===== src/hdl/jsa_defines.svh =====
// register offsets, field positions, reset values and widths
`ifndef JSA_DEFINES_SVH
`define JSA_DEFINES_SVH
`define JSA_OFF_INTC     6'h00
`define JSA_OFF_STAT     6'h04
`define JSA_OFF_CON      6'h08
`define JSA_OFF_CNT0     6'h0c
`define JSA_OFF_CNT_STEP 6'h04
`define JSA_OFF_CLKDIV   6'h1c
`define JSA_OFF_CLR      6'h24
`define JSA_RST_INTC     8'h0f
`define JSA_RST_CON      8'h00
`define JSA_RST_CLKDIV   6'h00
`define JSA_RST_BIAS     1'b1
`define JSA_INTC_ANY     4
`define JSA_INTC_ALL     5
`define JSA_INTC_FIRST   6
`define JSA_INTC_SECOND  7
`define JSA_CON_DCHG_LSB 4
`define JSA_STAT_REQ_LSB 4
`define JSA_DIV_W        6
`define JSA_RD_W         16
`endif


===== src/hdl/jsa_pkg.sv =====
// shared types of the slope converter controller
`default_nettype none
package jsa_pkg;
  // one channel's result as seen by the register file
  typedef struct packed {
    logic        stopped;   // comparator has tripped
    logic [15:0] count;     // held count, zero extended
  } jsa_chan_s;
  // qualified bus events, one cycle each
  typedef struct packed {
    logic setup;            // first cycle of a transfer
    logic wr_done;          // write completes this edge
    logic rd_done;          // read completes this edge
  } jsa_bus_s;
endpackage : jsa_pkg
`default_nettype wire


===== src/hdl/jsa_top.sv =====
// slope converter controller with apb register file
//
// Decided for this implementation: the register addresses and the APB slave port.
`include "jsa_defines.svh"
`default_nettype none
module jsa_top #(
  parameter int NUM_CH  = 4,
  parameter int CNT_W   = 16,
  parameter int PADDR_W = 12
) (
  input  wire logic               pclk,
  input  wire logic               presetn,
  input  wire logic               psel,
  input  wire logic               penable,
  input  wire logic               pwrite,
  input  wire logic [PADDR_W-1:0] paddr,
  input  wire logic [31:0]        pwdata,
  output logic      [31:0]        prdata,
  output logic                    pready,
  output logic                    pslverr,
  input  wire logic               count_ref_clock,
  input  wire logic [3:0]         analog_channel_in,
  output logic                    comparator_bias_enable,
  output logic      [3:0]         discharge_on,
  output logic      [3:0]         comparator_test_out,
  output logic                    irq
);
  // register layout is fixed at four channels of up to 16 bits
  if (NUM_CH != 4 || CNT_W < 1 || CNT_W > 16 || PADDR_W < 7) begin : g_chk
    $error("jsa_top: unsupported parameter values");
  end

  logic [7:0]            intc_q;      // irq_combine_control_reg
  logic [7:0]            con_q;       // converter_control_reg
  logic [`JSA_DIV_W-1:0] div_q;       // reference divisor
  logic [`JSA_DIV_W-1:0] div_cnt_q;   // position within divisor
  logic                  ref_prev_q;  // last sampled reference
  logic                  tick_q;      // one count step
  logic                  pready_q;
  logic                  pslverr_q;
  logic [31:0]           prdata_q;
  logic                  bias_q;
  logic                  irq_q;
  logic [3:0]            test_q;
  logic [3:0]            trip;        // synchronised comparators
  logic [3:0]            stop;        // per-channel stop flags
  logic [3:0]            req;         // enabled stop flags
  logic [3:0]            chan_clear;  // read reset or soft clear
  logic [3:0]            cnt_sel;     // a counter is addressed
  logic [`JSA_RD_W-1:0]  rd_mux;
  logic                  mapped;
  logic                  irq_d;
  jsa_pkg::jsa_bus_s     bus;
  jsa_pkg::jsa_chan_s    chan [NUM_CH];
  logic [5:0]            off;         // word offset of the access

  // word index from bits 5:2; higher bits must be zero
  assign off = {paddr[5:2], 2'b00};

  // qualified transfer phases; completion needs the strobe
  assign bus.setup   = psel && !penable;
  assign bus.wr_done = psel && penable && pready_q && pwrite;
  assign bus.rd_done = psel && penable && pready_q && !pwrite;

  // decode of the mapped words
  always_comb begin
    mapped  = 1'b0;
    cnt_sel = '0;
    for (int i = 0; i < NUM_CH; i++) begin
      cnt_sel[i] = off == 6'(`JSA_OFF_CNT0 + i * `JSA_OFF_CNT_STEP);
    end
    if (paddr[PADDR_W-1:6] == '0) begin
      mapped = off == `JSA_OFF_INTC || off == `JSA_OFF_STAT ||
               off == `JSA_OFF_CON || off == `JSA_OFF_CLKDIV ||
               off == `JSA_OFF_CLR || |cnt_sel;
    end else begin
      cnt_sel = '0;
    end
  end

  // requests and stop flags as seen by status
  always_comb begin
    for (int i = 0; i < NUM_CH; i++) begin
      stop[i] = chan[i].stopped;
    end
    req = stop & intc_q[3:0];
  end

  // read multiplexer; the clear word reads as zero
  always_comb begin
    rd_mux = '0;
    if (mapped) begin
      if (off == `JSA_OFF_INTC) begin
        rd_mux = {8'h00, intc_q};
      end else if (off == `JSA_OFF_STAT) begin
        rd_mux = {8'h00, req, stop};
      end else if (off == `JSA_OFF_CON) begin
        rd_mux = {8'h00, con_q};
      end else if (off == `JSA_OFF_CLKDIV) begin
        rd_mux = {10'h000, div_q};
      end
      for (int i = 0; i < NUM_CH; i++) begin
        if (cnt_sel[i]) begin
          rd_mux = chan[i].count;
        end
      end
    end
  end

  // apb answer: zero wait states, data caught in setup
  always_ff @(posedge pclk or negedge presetn) begin
    if (!presetn) begin
      pready_q  <= 1'b0;
      pslverr_q <= 1'b0;
      prdata_q  <= '0;
    end else begin
      pready_q <= bus.setup;
      if (bus.setup) begin
        pslverr_q <= !mapped;
        // only a read of a selected word drives data
        prdata_q  <= pwrite ? 32'h0 : {16'h0000, rd_mux};
      end
    end
  end

  // software-writable control words
  always_ff @(posedge pclk or negedge presetn) begin
    if (!presetn) begin
      intc_q <= `JSA_RST_INTC;
      con_q  <= `JSA_RST_CON;
      div_q  <= `JSA_RST_CLKDIV;
    end else if (bus.wr_done && mapped) begin
      if (off == `JSA_OFF_INTC) begin
        intc_q <= pwdata[7:0];
      end
      if (off == `JSA_OFF_CON) begin
        con_q <= pwdata[7:0];
      end
      if (off == `JSA_OFF_CLKDIV) begin
        div_q <= pwdata[`JSA_DIV_W-1:0];
      end
    end
  end

  // reference edge divider: the only count rate
  always_ff @(posedge pclk or negedge presetn) begin
    if (!presetn) begin
      ref_prev_q <= 1'b0;
      div_cnt_q  <= '0;
      tick_q     <= 1'b0;
    end else begin
      ref_prev_q <= count_ref_clock;
      tick_q     <= 1'b0;
      // bus activity has no say in the count rate
      if (count_ref_clock && !ref_prev_q) begin
        if (div_cnt_q == div_q) begin
          div_cnt_q <= '0;
          tick_q    <= 1'b1;
        end else begin
          div_cnt_q <= div_cnt_q + 1'b1;
        end
      end
    end
  end

  jsa_sync #(
    .W (4)
  ) u_sync (
    .pclk     (pclk),
    .presetn  (presetn),
    .async_in (analog_channel_in),
    .sync_out (trip)
  );

  // a counter read hands the channel back for a new cycle
  always_comb begin
    for (int i = 0; i < NUM_CH; i++) begin
      chan_clear[i] = (bus.rd_done && cnt_sel[i]) ||
                      (bus.wr_done && mapped && off == `JSA_OFF_CLR &&
                       pwdata[i]);
    end
  end

  for (genvar g = 0; g < NUM_CH; g++) begin : g_ch
    jsa_channel #(
      .CNT_W (CNT_W)
    ) u_ch (
      .pclk    (pclk),
      .presetn (presetn),
      .enable  (con_q[g]),
      .tick    (tick_q),
      .trip    (trip[g]),
      .clear   (chan_clear[g]),
      .result  (chan[g])
    );
  end

  // combine selects: any, all enabled, first pair, second pair
  always_comb begin
    irq_d = (intc_q[`JSA_INTC_ANY] && |req) ||
            (intc_q[`JSA_INTC_ALL] && |intc_q[3:0] &&
             &(req | ~intc_q[3:0])) ||
            (intc_q[`JSA_INTC_FIRST] && &req[1:0]) ||
            (intc_q[`JSA_INTC_SECOND] && &req[3:2]);
  end

  // pad and interrupt outputs, all registered
  always_ff @(posedge pclk or negedge presetn) begin
    if (!presetn) begin
      bias_q <= `JSA_RST_BIAS;  // bias powered as enables reset set
      irq_q  <= 1'b0;
      test_q <= '0;
    end else begin
      bias_q <= |intc_q[3:0];
      irq_q  <= irq_d;
      test_q <= trip;
    end
  end

  assign prdata                 = prdata_q;
  assign pready                 = pready_q;
  assign pslverr                = pslverr_q;
  assign comparator_bias_enable = bias_q;
  assign discharge_on           = con_q[7:`JSA_CON_DCHG_LSB];
  assign comparator_test_out    = test_q;
  assign irq                    = irq_q;
endmodule : jsa_top
`default_nettype wire


===== src/hdl/jsa_sync.sv =====
// two-flop synchroniser for comparator levels
`default_nettype none
module jsa_sync #(
  parameter int W = 4
) (
  input  wire logic         pclk,
  input  wire logic         presetn,
  input  wire logic [W-1:0] async_in,
  output logic      [W-1:0] sync_out
);
  logic [W-1:0] meta_q;  // first stage, read only by the second
  logic [W-1:0] sync_q;  // second stage, safe to use

  // comparators change at any time relative to pclk
  always_ff @(posedge pclk or negedge presetn) begin
    if (!presetn) begin
      meta_q <= '0;
      sync_q <= '0;
    end else begin
      meta_q <= async_in;
      sync_q <= meta_q;
    end
  end

  assign sync_out = sync_q;
endmodule : jsa_sync
`default_nettype wire


===== src/hdl/jsa_channel.sv =====
// one slope converter channel: counter and stop flag
`default_nettype none
module jsa_channel #(
  parameter int CNT_W = 16
) (
  input  wire logic               pclk,
  input  wire logic               presetn,
  input  wire logic               enable,   // 0 holds counter clear
  input  wire logic               tick,     // one pulse per count step
  input  wire logic               trip,     // synchronised comparator
  input  wire logic               clear,    // read or software clear
  output jsa_pkg::jsa_chan_s      result
);
  logic [CNT_W-1:0] count_q;  // ramp time so far
  logic             stop_q;   // latched comparator trip

  // counting, stop on trip, hold until read or software clear
  always_ff @(posedge pclk or negedge presetn) begin
    if (!presetn) begin
      count_q <= '0;
      stop_q  <= 1'b0;
    end else if (!enable) begin
      count_q <= '0;
      stop_q  <= 1'b0;
    end else if (trip && !stop_q) begin
      stop_q <= 1'b1;  // a new trip beats a clear
    end else if (clear) begin
      count_q <= '0;
      stop_q  <= 1'b0;
    end else if (tick && !stop_q && count_q != '1) begin
      // saturate rather than wrap: a wrapped count looks short
      count_q <= count_q + 1'b1;
    end
  end

  assign result.stopped = stop_q;
  assign result.count   = 16'(count_q);
endmodule : jsa_channel
`default_nettype wire


===== config.mk =====
export PLATFORM = sky130hd
export DESIGN_NAME = jsa_top
export DESIGN_NICKNAME = d
export VERILOG_FILES = /design/src/hdl/jsa_pkg.sv /design/src/hdl/jsa_top.sv /design/src/hdl/jsa_sync.sv /design/src/hdl/jsa_channel.sv
export VERILOG_INCLUDE_DIRS = /design/src /design/src/hdl
export SDC_FILE = /design/constraint.sdc
export NUM_CORES = 1
export LEC_CHECK = 0
export ABC_AREA = 0
export BUFFER_PORTS_ARGS = -buffer_cell sky130_fd_sc_hd__buf_2
export CAP_MARGIN = 20
export CORE_MARGIN = 8
export CORE_UTILIZATION = 55
export CTS_BUF_LIST = sky130_fd_sc_hd__clkbuf_4
export DETAILED_ROUTE_END_ITERATION = 10
export GPL_ROUTABILITY_DRIVEN = 0
export PLACE_DENSITY = 0.77
export SLEW_MARGIN = 20
export SYNTH_ARGS = -nofsm -noshare
export SYNTH_HDL_FRONTEND = slang
export SYNTH_SLANG_ARGS = --single-unit
export TNS_END_PERCENT = 100

===== constraint.sdc =====
create_clock -name pclk -period 2.6 [get_ports pclk]
set_input_delay 0.65 -clock pclk [delete_from_list [all_inputs] [get_ports pclk]]
set_output_delay 0.65 -clock pclk [all_outputs]
set_load 0.005 [all_outputs]

==> impl_metrics.toml, run 1 <==
[setup_path]
cp_data_arrival_time_ns = 2.89
critPathMaxFanout = 8
cp.required_ns = 3.04
endpoint_kind = "flop"
cp-start-kind = "flop"
worstSetupPathType = "reg -> reg"

[floorplan]
io_pins = 98
die_h_um = 129
die_x_um = 129
rows = 41
start_util_pct = 56.3
die_area_mm2 = 0.0167
core_area_mm2 = 0.0126

[sta]
setup_viol = 0
worst_slack_ns = 0.153
rsz0062_at_grt = "no"
clock_skew_ns = 0.0182
timing.hold.ws_ns = 0.199
fin_crit_sh_pct = 94.1
fmax_mhz = 409
fin_setup_tns_ns = 0
finalHoldViolCount = 0
tightest_slew_ns = 0.962
period_needed_ns = 2.45
slew_viol_final = 0
relSlewSlack_pct = 35.6

[routing]
drc = 0
vias_per_cell = 6.27
vias = 6358
dr.pass1.iters = 6
first_iter_violations = 726
routed_wl_mm = 18.9
ant_nets = 0
post_drt_wl_per_cell_um = 18.6

[power]
peakVddDrop_mv = 0.332
power_per_cell_area_mw_per_mm2 = 477
leakage_nw = 3.56

[cells_and_area]
post-route-util_pct = 63.9
nets = 888
stdcell_count = 1014
drive_above_1_share_pct = 20.4
syn_to_final_growth_pct = 13.5
diodes = 0
fillerInstances = 1023

[clock_network]
post_cts_buffers = 0
numCtsBuffers = 17
clkTransAtPathRegs_ns = 0.11
cts_buffer_depth = 2
htree_levels = 4
cts_tree = "yes"
cts_sinks = 130
clk_latency_ns = 0.56
root_buffer = "clkbuf_4"

[place]
pre_cts_slack_ns = 0.00939
io_buffers = 55
dp.cells = 981
dp_hpwl_mm = 14.3

[grt]
grt_max_degree = 50
track_usage_pct = 23.5
overflow = 0
antenna_found_initial = 0
grt_pass1_wl_mm = 30.8
grt_pass1_vias = 6104

[yosys]
synth-seq-cells = 130
async_flop_share_pct = 100
synth_seq_area_share_pct = 46.1
avgSynthCellArea_um2 = 9.55
yosysWarnings = 0
ys_types = 73
syn_inst = 741
synth_top_area_cell = "dfrtp_1"
synth_top_cell_area_share_pct = 44.2
ys_top_cells_by_area = "dfrtp_1 44%, o21ai_0 3.7%, nor2_1 3.6%, nand2_1 3.5%, mux2_2 3.3%"
syn_area_mm2 = 0.00707
ys.flop_type = "dfrtp_1"
synth-edff-count = 0

[worst_hold_path]
worstHoldPathType = "in -> reg"

[job]
maxCapViolations = 0

[run_status]
status = "finished clean"
[synthesized netlist by cell type, types with 6 or more instances]
cell type  count
mux2_2        21
a21o_1        13
a31oi_1       10
nor2b_1        9
a211oi_1       9
mux2i_1        7
nor3_1        16
a21oi_1       33
inv_1         15
nor2_1        67
and3_1        19
clkbuf_1      18
nand4_1       16
a222oi_1       8
o31ai_1        7
nand2_1       66
o21ai_0       52
a22oi_1       15
xor2_1        25
buf_2          7
buf_4         16
nand3_1       32
a22o_1         6
xnor2_1       18
dfrtp_1      125
and4_1         6
nand2b_1      13
[worst max-delay path: stages, from the launching register on]
cell	delay [ns]
dfrtp_1	0.52
nand3_1	0.26
nor4_1	0.52
a31o_2	0.31
and4_1	0.34
nor4b_1	0.09
o2bb2a_1	0.30
[flip-flops by register name, summed over array words and instances (netlist names), 4 cells and up]
signal	cells
div_q	6
comparator_test_out	4
g_ch.u_ch.stop_q	4
con_q	8
g_ch.u_ch.count_q	64
u_sync.sync_out	4
u_sync.meta_q	4
intc_q	8
prdata	16
div_cnt_q	6
[stage by stage]
stage	total power [mW]	area, um2
final	3.83	8030
after global routing	3.99	8030
after CTS	3.85	8030
after detailed placement	2.42	7730
after global placement	2.40	7730
after floorplan	2.30	7130
[cell usage in the layout (no fill, tap or decap), types with 5 or more instances in the layout]
master      n
and3_1     19
nor2b_1     9
nand2_1    66
a22oi_1    15
a22o_1      6
nand3_1    32
nand4_1    16
nor4_1      5
nor3_1     16
mux2i_1     7
xnor2_1    18
clkbuf_4   24
mux2_2     21
a222oi_1    8
o31ai_1     7
and4_1      6
conb_1     16
a31oi_1    10
dfstp_2     5
xor2_1     25
or3_1       5
buf_4      41
a21o_1     13
dfrtp_1   125
o21ai_0    52
nor2_1     67
buf_2      54
inv_1      15
a211oi_1    9
a21oi_1    33
nand2b_1   13
ha_1        5
[cells by family after synthesis]
| kind of cell | after synthesis | synth area share (%) |
|---|---|---|
| multiplexers | 28 | 4.33 |
| other | 1 | 0.0530 |
| AND/OR/NAND/NOR | 283 | 20.8 |
| flip-flops | 130 | 46.1 |
| XOR/XNOR | 43 | 5.32 |
| buffers and inverters | 60 | 4.16 |
| adder cells (fa/ha/maj) | 5 | 0.884 |
| AO/OA/AOI/OAI | 191 | 18.4 |
[final timing paths]
kind	from	end	slack, ns	cells after the start
max	g_ch[3].u_ch.count_q[7]	g_ch[3].u_ch.count_q[11]	0.15	6
max reg2reg	g_ch[3].u_ch.count_q[7]	g_ch[3].u_ch.count_q[11]	0.15	6
min reg2reg	u_sync.meta_q[2]	u_sync.sync_out[2]	0.36	0
min in group asynchronous	presetn	con_q[2]	0.52	2
max in group asynchronous	presetn	g_ch[1].u_ch.count_q[1]	1.33	3
min	analog_channel_in[0]	u_sync.meta_q[0]	0.20	1
[layer usage]
layer	vias up	track usage [%]	wire, um
met2	328	36.9	8820
met1	3103	30.9	7940
met4	0	10.2	532
met3	45	5.01	1610
met5	-	0	0
li1	2882	-	-
[area by class of cell]
type                       count  area [um2]  area share, %
multi-input combinational    566        3580           44.5
sequential                   130        3260           40.6
timing repair buffer          98         628           7.82
tap                          172         215           2.68
clock buffer                  24         180           2.24
clock inverter                 8         113           1.40
inverter                      16        60.1          0.748
[where the power goes]
part	internal, mW	leakage (nW)	switching (mW)	total, mW
Sequential	2.06	1.74	0.0443	2.11
Clock	0.731	0.168	0.715	1.45
Combinational	0.105	1.65	0.172	0.276
Total	2.90	3.56	0.931	3.83
[repair_timing]
action	in CTS	in global routing
hold endpoints to repair	20	0
gates resized for setup	0	0
hold buffers	1	0
(Power assumes the default switching activity.)
==> inputs of run 2 (changes only) <==
clock period = 3.2 ns   (was 2.6 ns; I/O delays follow)
==> run 2 against run 1 <==
- largest cell class unchanged
- setup slack better by 0.54 ns
- critical path depth unchanged
- highest routed layer unchanged
- final cell count fell by 2.5%
- count of clock-buffer cells in the layout shrank 4
==> impl_metrics.toml, run 2 (synthesis results as in run 1) <==
[place]
io_buffers = 55
placed_area_mm2 = 0.00754
dp.cells = 957
pre_cts_slack_ns = 0.340
dp_hpwl_mm = 14.2

[setup_path]
r2r_cells = 6
rrSetupSlack_ns = 0.69
path_buf_inv = 0
reg2reg_from = "g_ch[3].u_ch.count_q[7]"
cp_data_arrival_time_ns = 2.94
crit_chain = "nand3_1, nor4_1, a31o_2, and4_1, nor4b_1, o2bb2a_1"
reg2reg_to = "g_ch[3].u_ch.count_q[11]"
slowest_stage = "dfrtp_1"
critPathMaxFanout = 8
cp-start-kind = "flop"
cp_top_family = "simple AND/OR/NAND/NOR gates"
slowest_delay_ns = 0.53
endpoint_kind = "flop"
cp_num_cells = 6
cp.required_ns = 3.63
worstSetupPathType = "reg -> reg"

[grt]
grt_pass1_vias = 6034
antenna_found_initial = 0
use_met3_pct = 5.88
grt_pass1_wl_mm = 30.3
track_usage_pct = 23.2
gr-usage-met1_pct = 29.0
overflow = 0
grt_util_met2_pct = 37.6
busiest_layer = "met2"
grt_max_degree = 77

[routing]
drc = 0
first_iter_violations = 588
dr.pass1.iters = 8
ant_nets = 0
routed_wl_mm = 19.0
post_drt_wl_per_cell_um = 19.2
vias_per_cell = 6.27
vias = 6204

[job]
maxCapViolations = 0

[sta]
rsz0062_at_grt = "no"
slew_viol_final = 0
fin_crit_sh_pct = 78.3
fmax_mhz = 399
clock_skew_ns = 0.0186
relSlewSlack_pct = 34.8
tightest_slew_ns = 0.974
period_needed_ns = 2.51
fin_setup_tns_ns = 0
finalHoldViolCount = 0
worst_slack_ns = 0.694
setup_viol = 0

[cells_and_area]
regMostFlops = "g_ch.u_ch.count_q"
mostFrequentLayoutCells = "125 x dfrtp_1, 67 x nor2_1, 66 x nand2_1, 54 x buf_2, 52 x o21ai_0"
drive_above_1_share_pct = 18.0
design_area_mm2 = 0.00783
diodes = 0
nets = 863
final_common_cell = "dfrtp_1"
largest_reg_flops = 64
stdcell_count = 989
syn_to_final_growth_pct = 10.6
fillerInstances = 1063

[power]
power_per_cell_area_mw_per_mm2 = 395
leakage_nw = 3.42
peakVddDrop_mv = 0.303

[clock_network]
htree_levels = 4
numCtsBuffers = 17
clkTransAtPathRegs_ns = 0.12
root_buffer = "clkbuf_4"
cts_tree = "yes"
cts_buffer_depth = 2
post_cts_buffers = 0
post_cts_resized = 0
postCtsHoldBufs = 0
clk_latency_ns = 0.55
cts_sinks = 130

[run_status]
status = "finished clean"

[floorplan]
rows = 41
core_area_mm2 = 0.0126
die_x_um = 129
start_util_pct = 56.3
io_pins = 98
die_h_um = 129
die_area_mm2 = 0.0167

[worst_hold_path]
worstHoldPathType = "in -> async"
-- run 2: changes by cell type in the layout (fill, tap and decap cells not counted), sizes merged --
| cell | delta |
|---|---|
| buf | -24 |
| clkbuf | -4 |
| clkinv | +2 |
| clkinvlp | +2 |
| dlygate4sd3 | -1 |
-- run 2: layer usage --
layer | wire length (um) | vias to the layer above
li1 | - | 2828
met1 | 7790 | 2989
met2 | 8930 | 333
met3 | 1800 | 54
met4 | 482 | 0
met5 | 0 | -
-- run 2: how the worst max path moves through the flow --
stage | from | slack (ns) | end
floorplan | paddr[7] | 0.58 | intc_q[5]
global placement | paddr[7] | 0.39 | intc_q[5]
detailed placement | paddr[7] | 0.34 | con_q[1]
CTS | g_ch[3].u_ch.count_q[7] | 0.82 | g_ch[3].u_ch.count_q[11]
global route | g_ch[3].u_ch.count_q[7] | 0.66 | g_ch[3].u_ch.count_q[11]
finish | g_ch[3].u_ch.count_q[7] | 0.69 | g_ch[3].u_ch.count_q[11]
-- run 2: area by class of cell --
class,count,area [um2],share of cell area (%)
Tap cell,172,215,2.75
Inverter,16,60.1,0.767
Timing Repair Buffer,73,425,5.43
Clock buffer,20,150,1.92
Sequential cell,130,3260,41.6
Multi-Input combinational cell,566,3580,45.7
Clock inverter,12,140,1.79
-- run 2: where the power goes --
part	internal [mW]	total, mW	switching, mW	leakage (nW)
sequential	1.67	1.71	0.0368	1.74
clock	0.556	1.16	0.600	0.155
combinational	0.0804	0.221	0.141	1.52
-- run 2: through the flow --
step / utilization [%] / hold WS [ns] / power (mW)
after global placement: 60.0 / 0.333 / 1.95
after floorplan: - / 0.331 / 1.87
final: 62.3 / 0.0609 / 3.09
after global routing: 62.3 / 0.0190 / 3.22
after CTS: 62.3 / 0.0299 / 3.10
after detailed placement: 60.0 / 0.337 / 1.96
-- run 2: worst register-to-register path, cell delays in order (launching register included) --
cell	delay, ns
dfrtp_1	0.53
nand3_1	0.28
nor4_1	0.52
a31o_2	0.34
and4_1	0.33
nor4b_1	0.09
o2bb2a_1	0.31
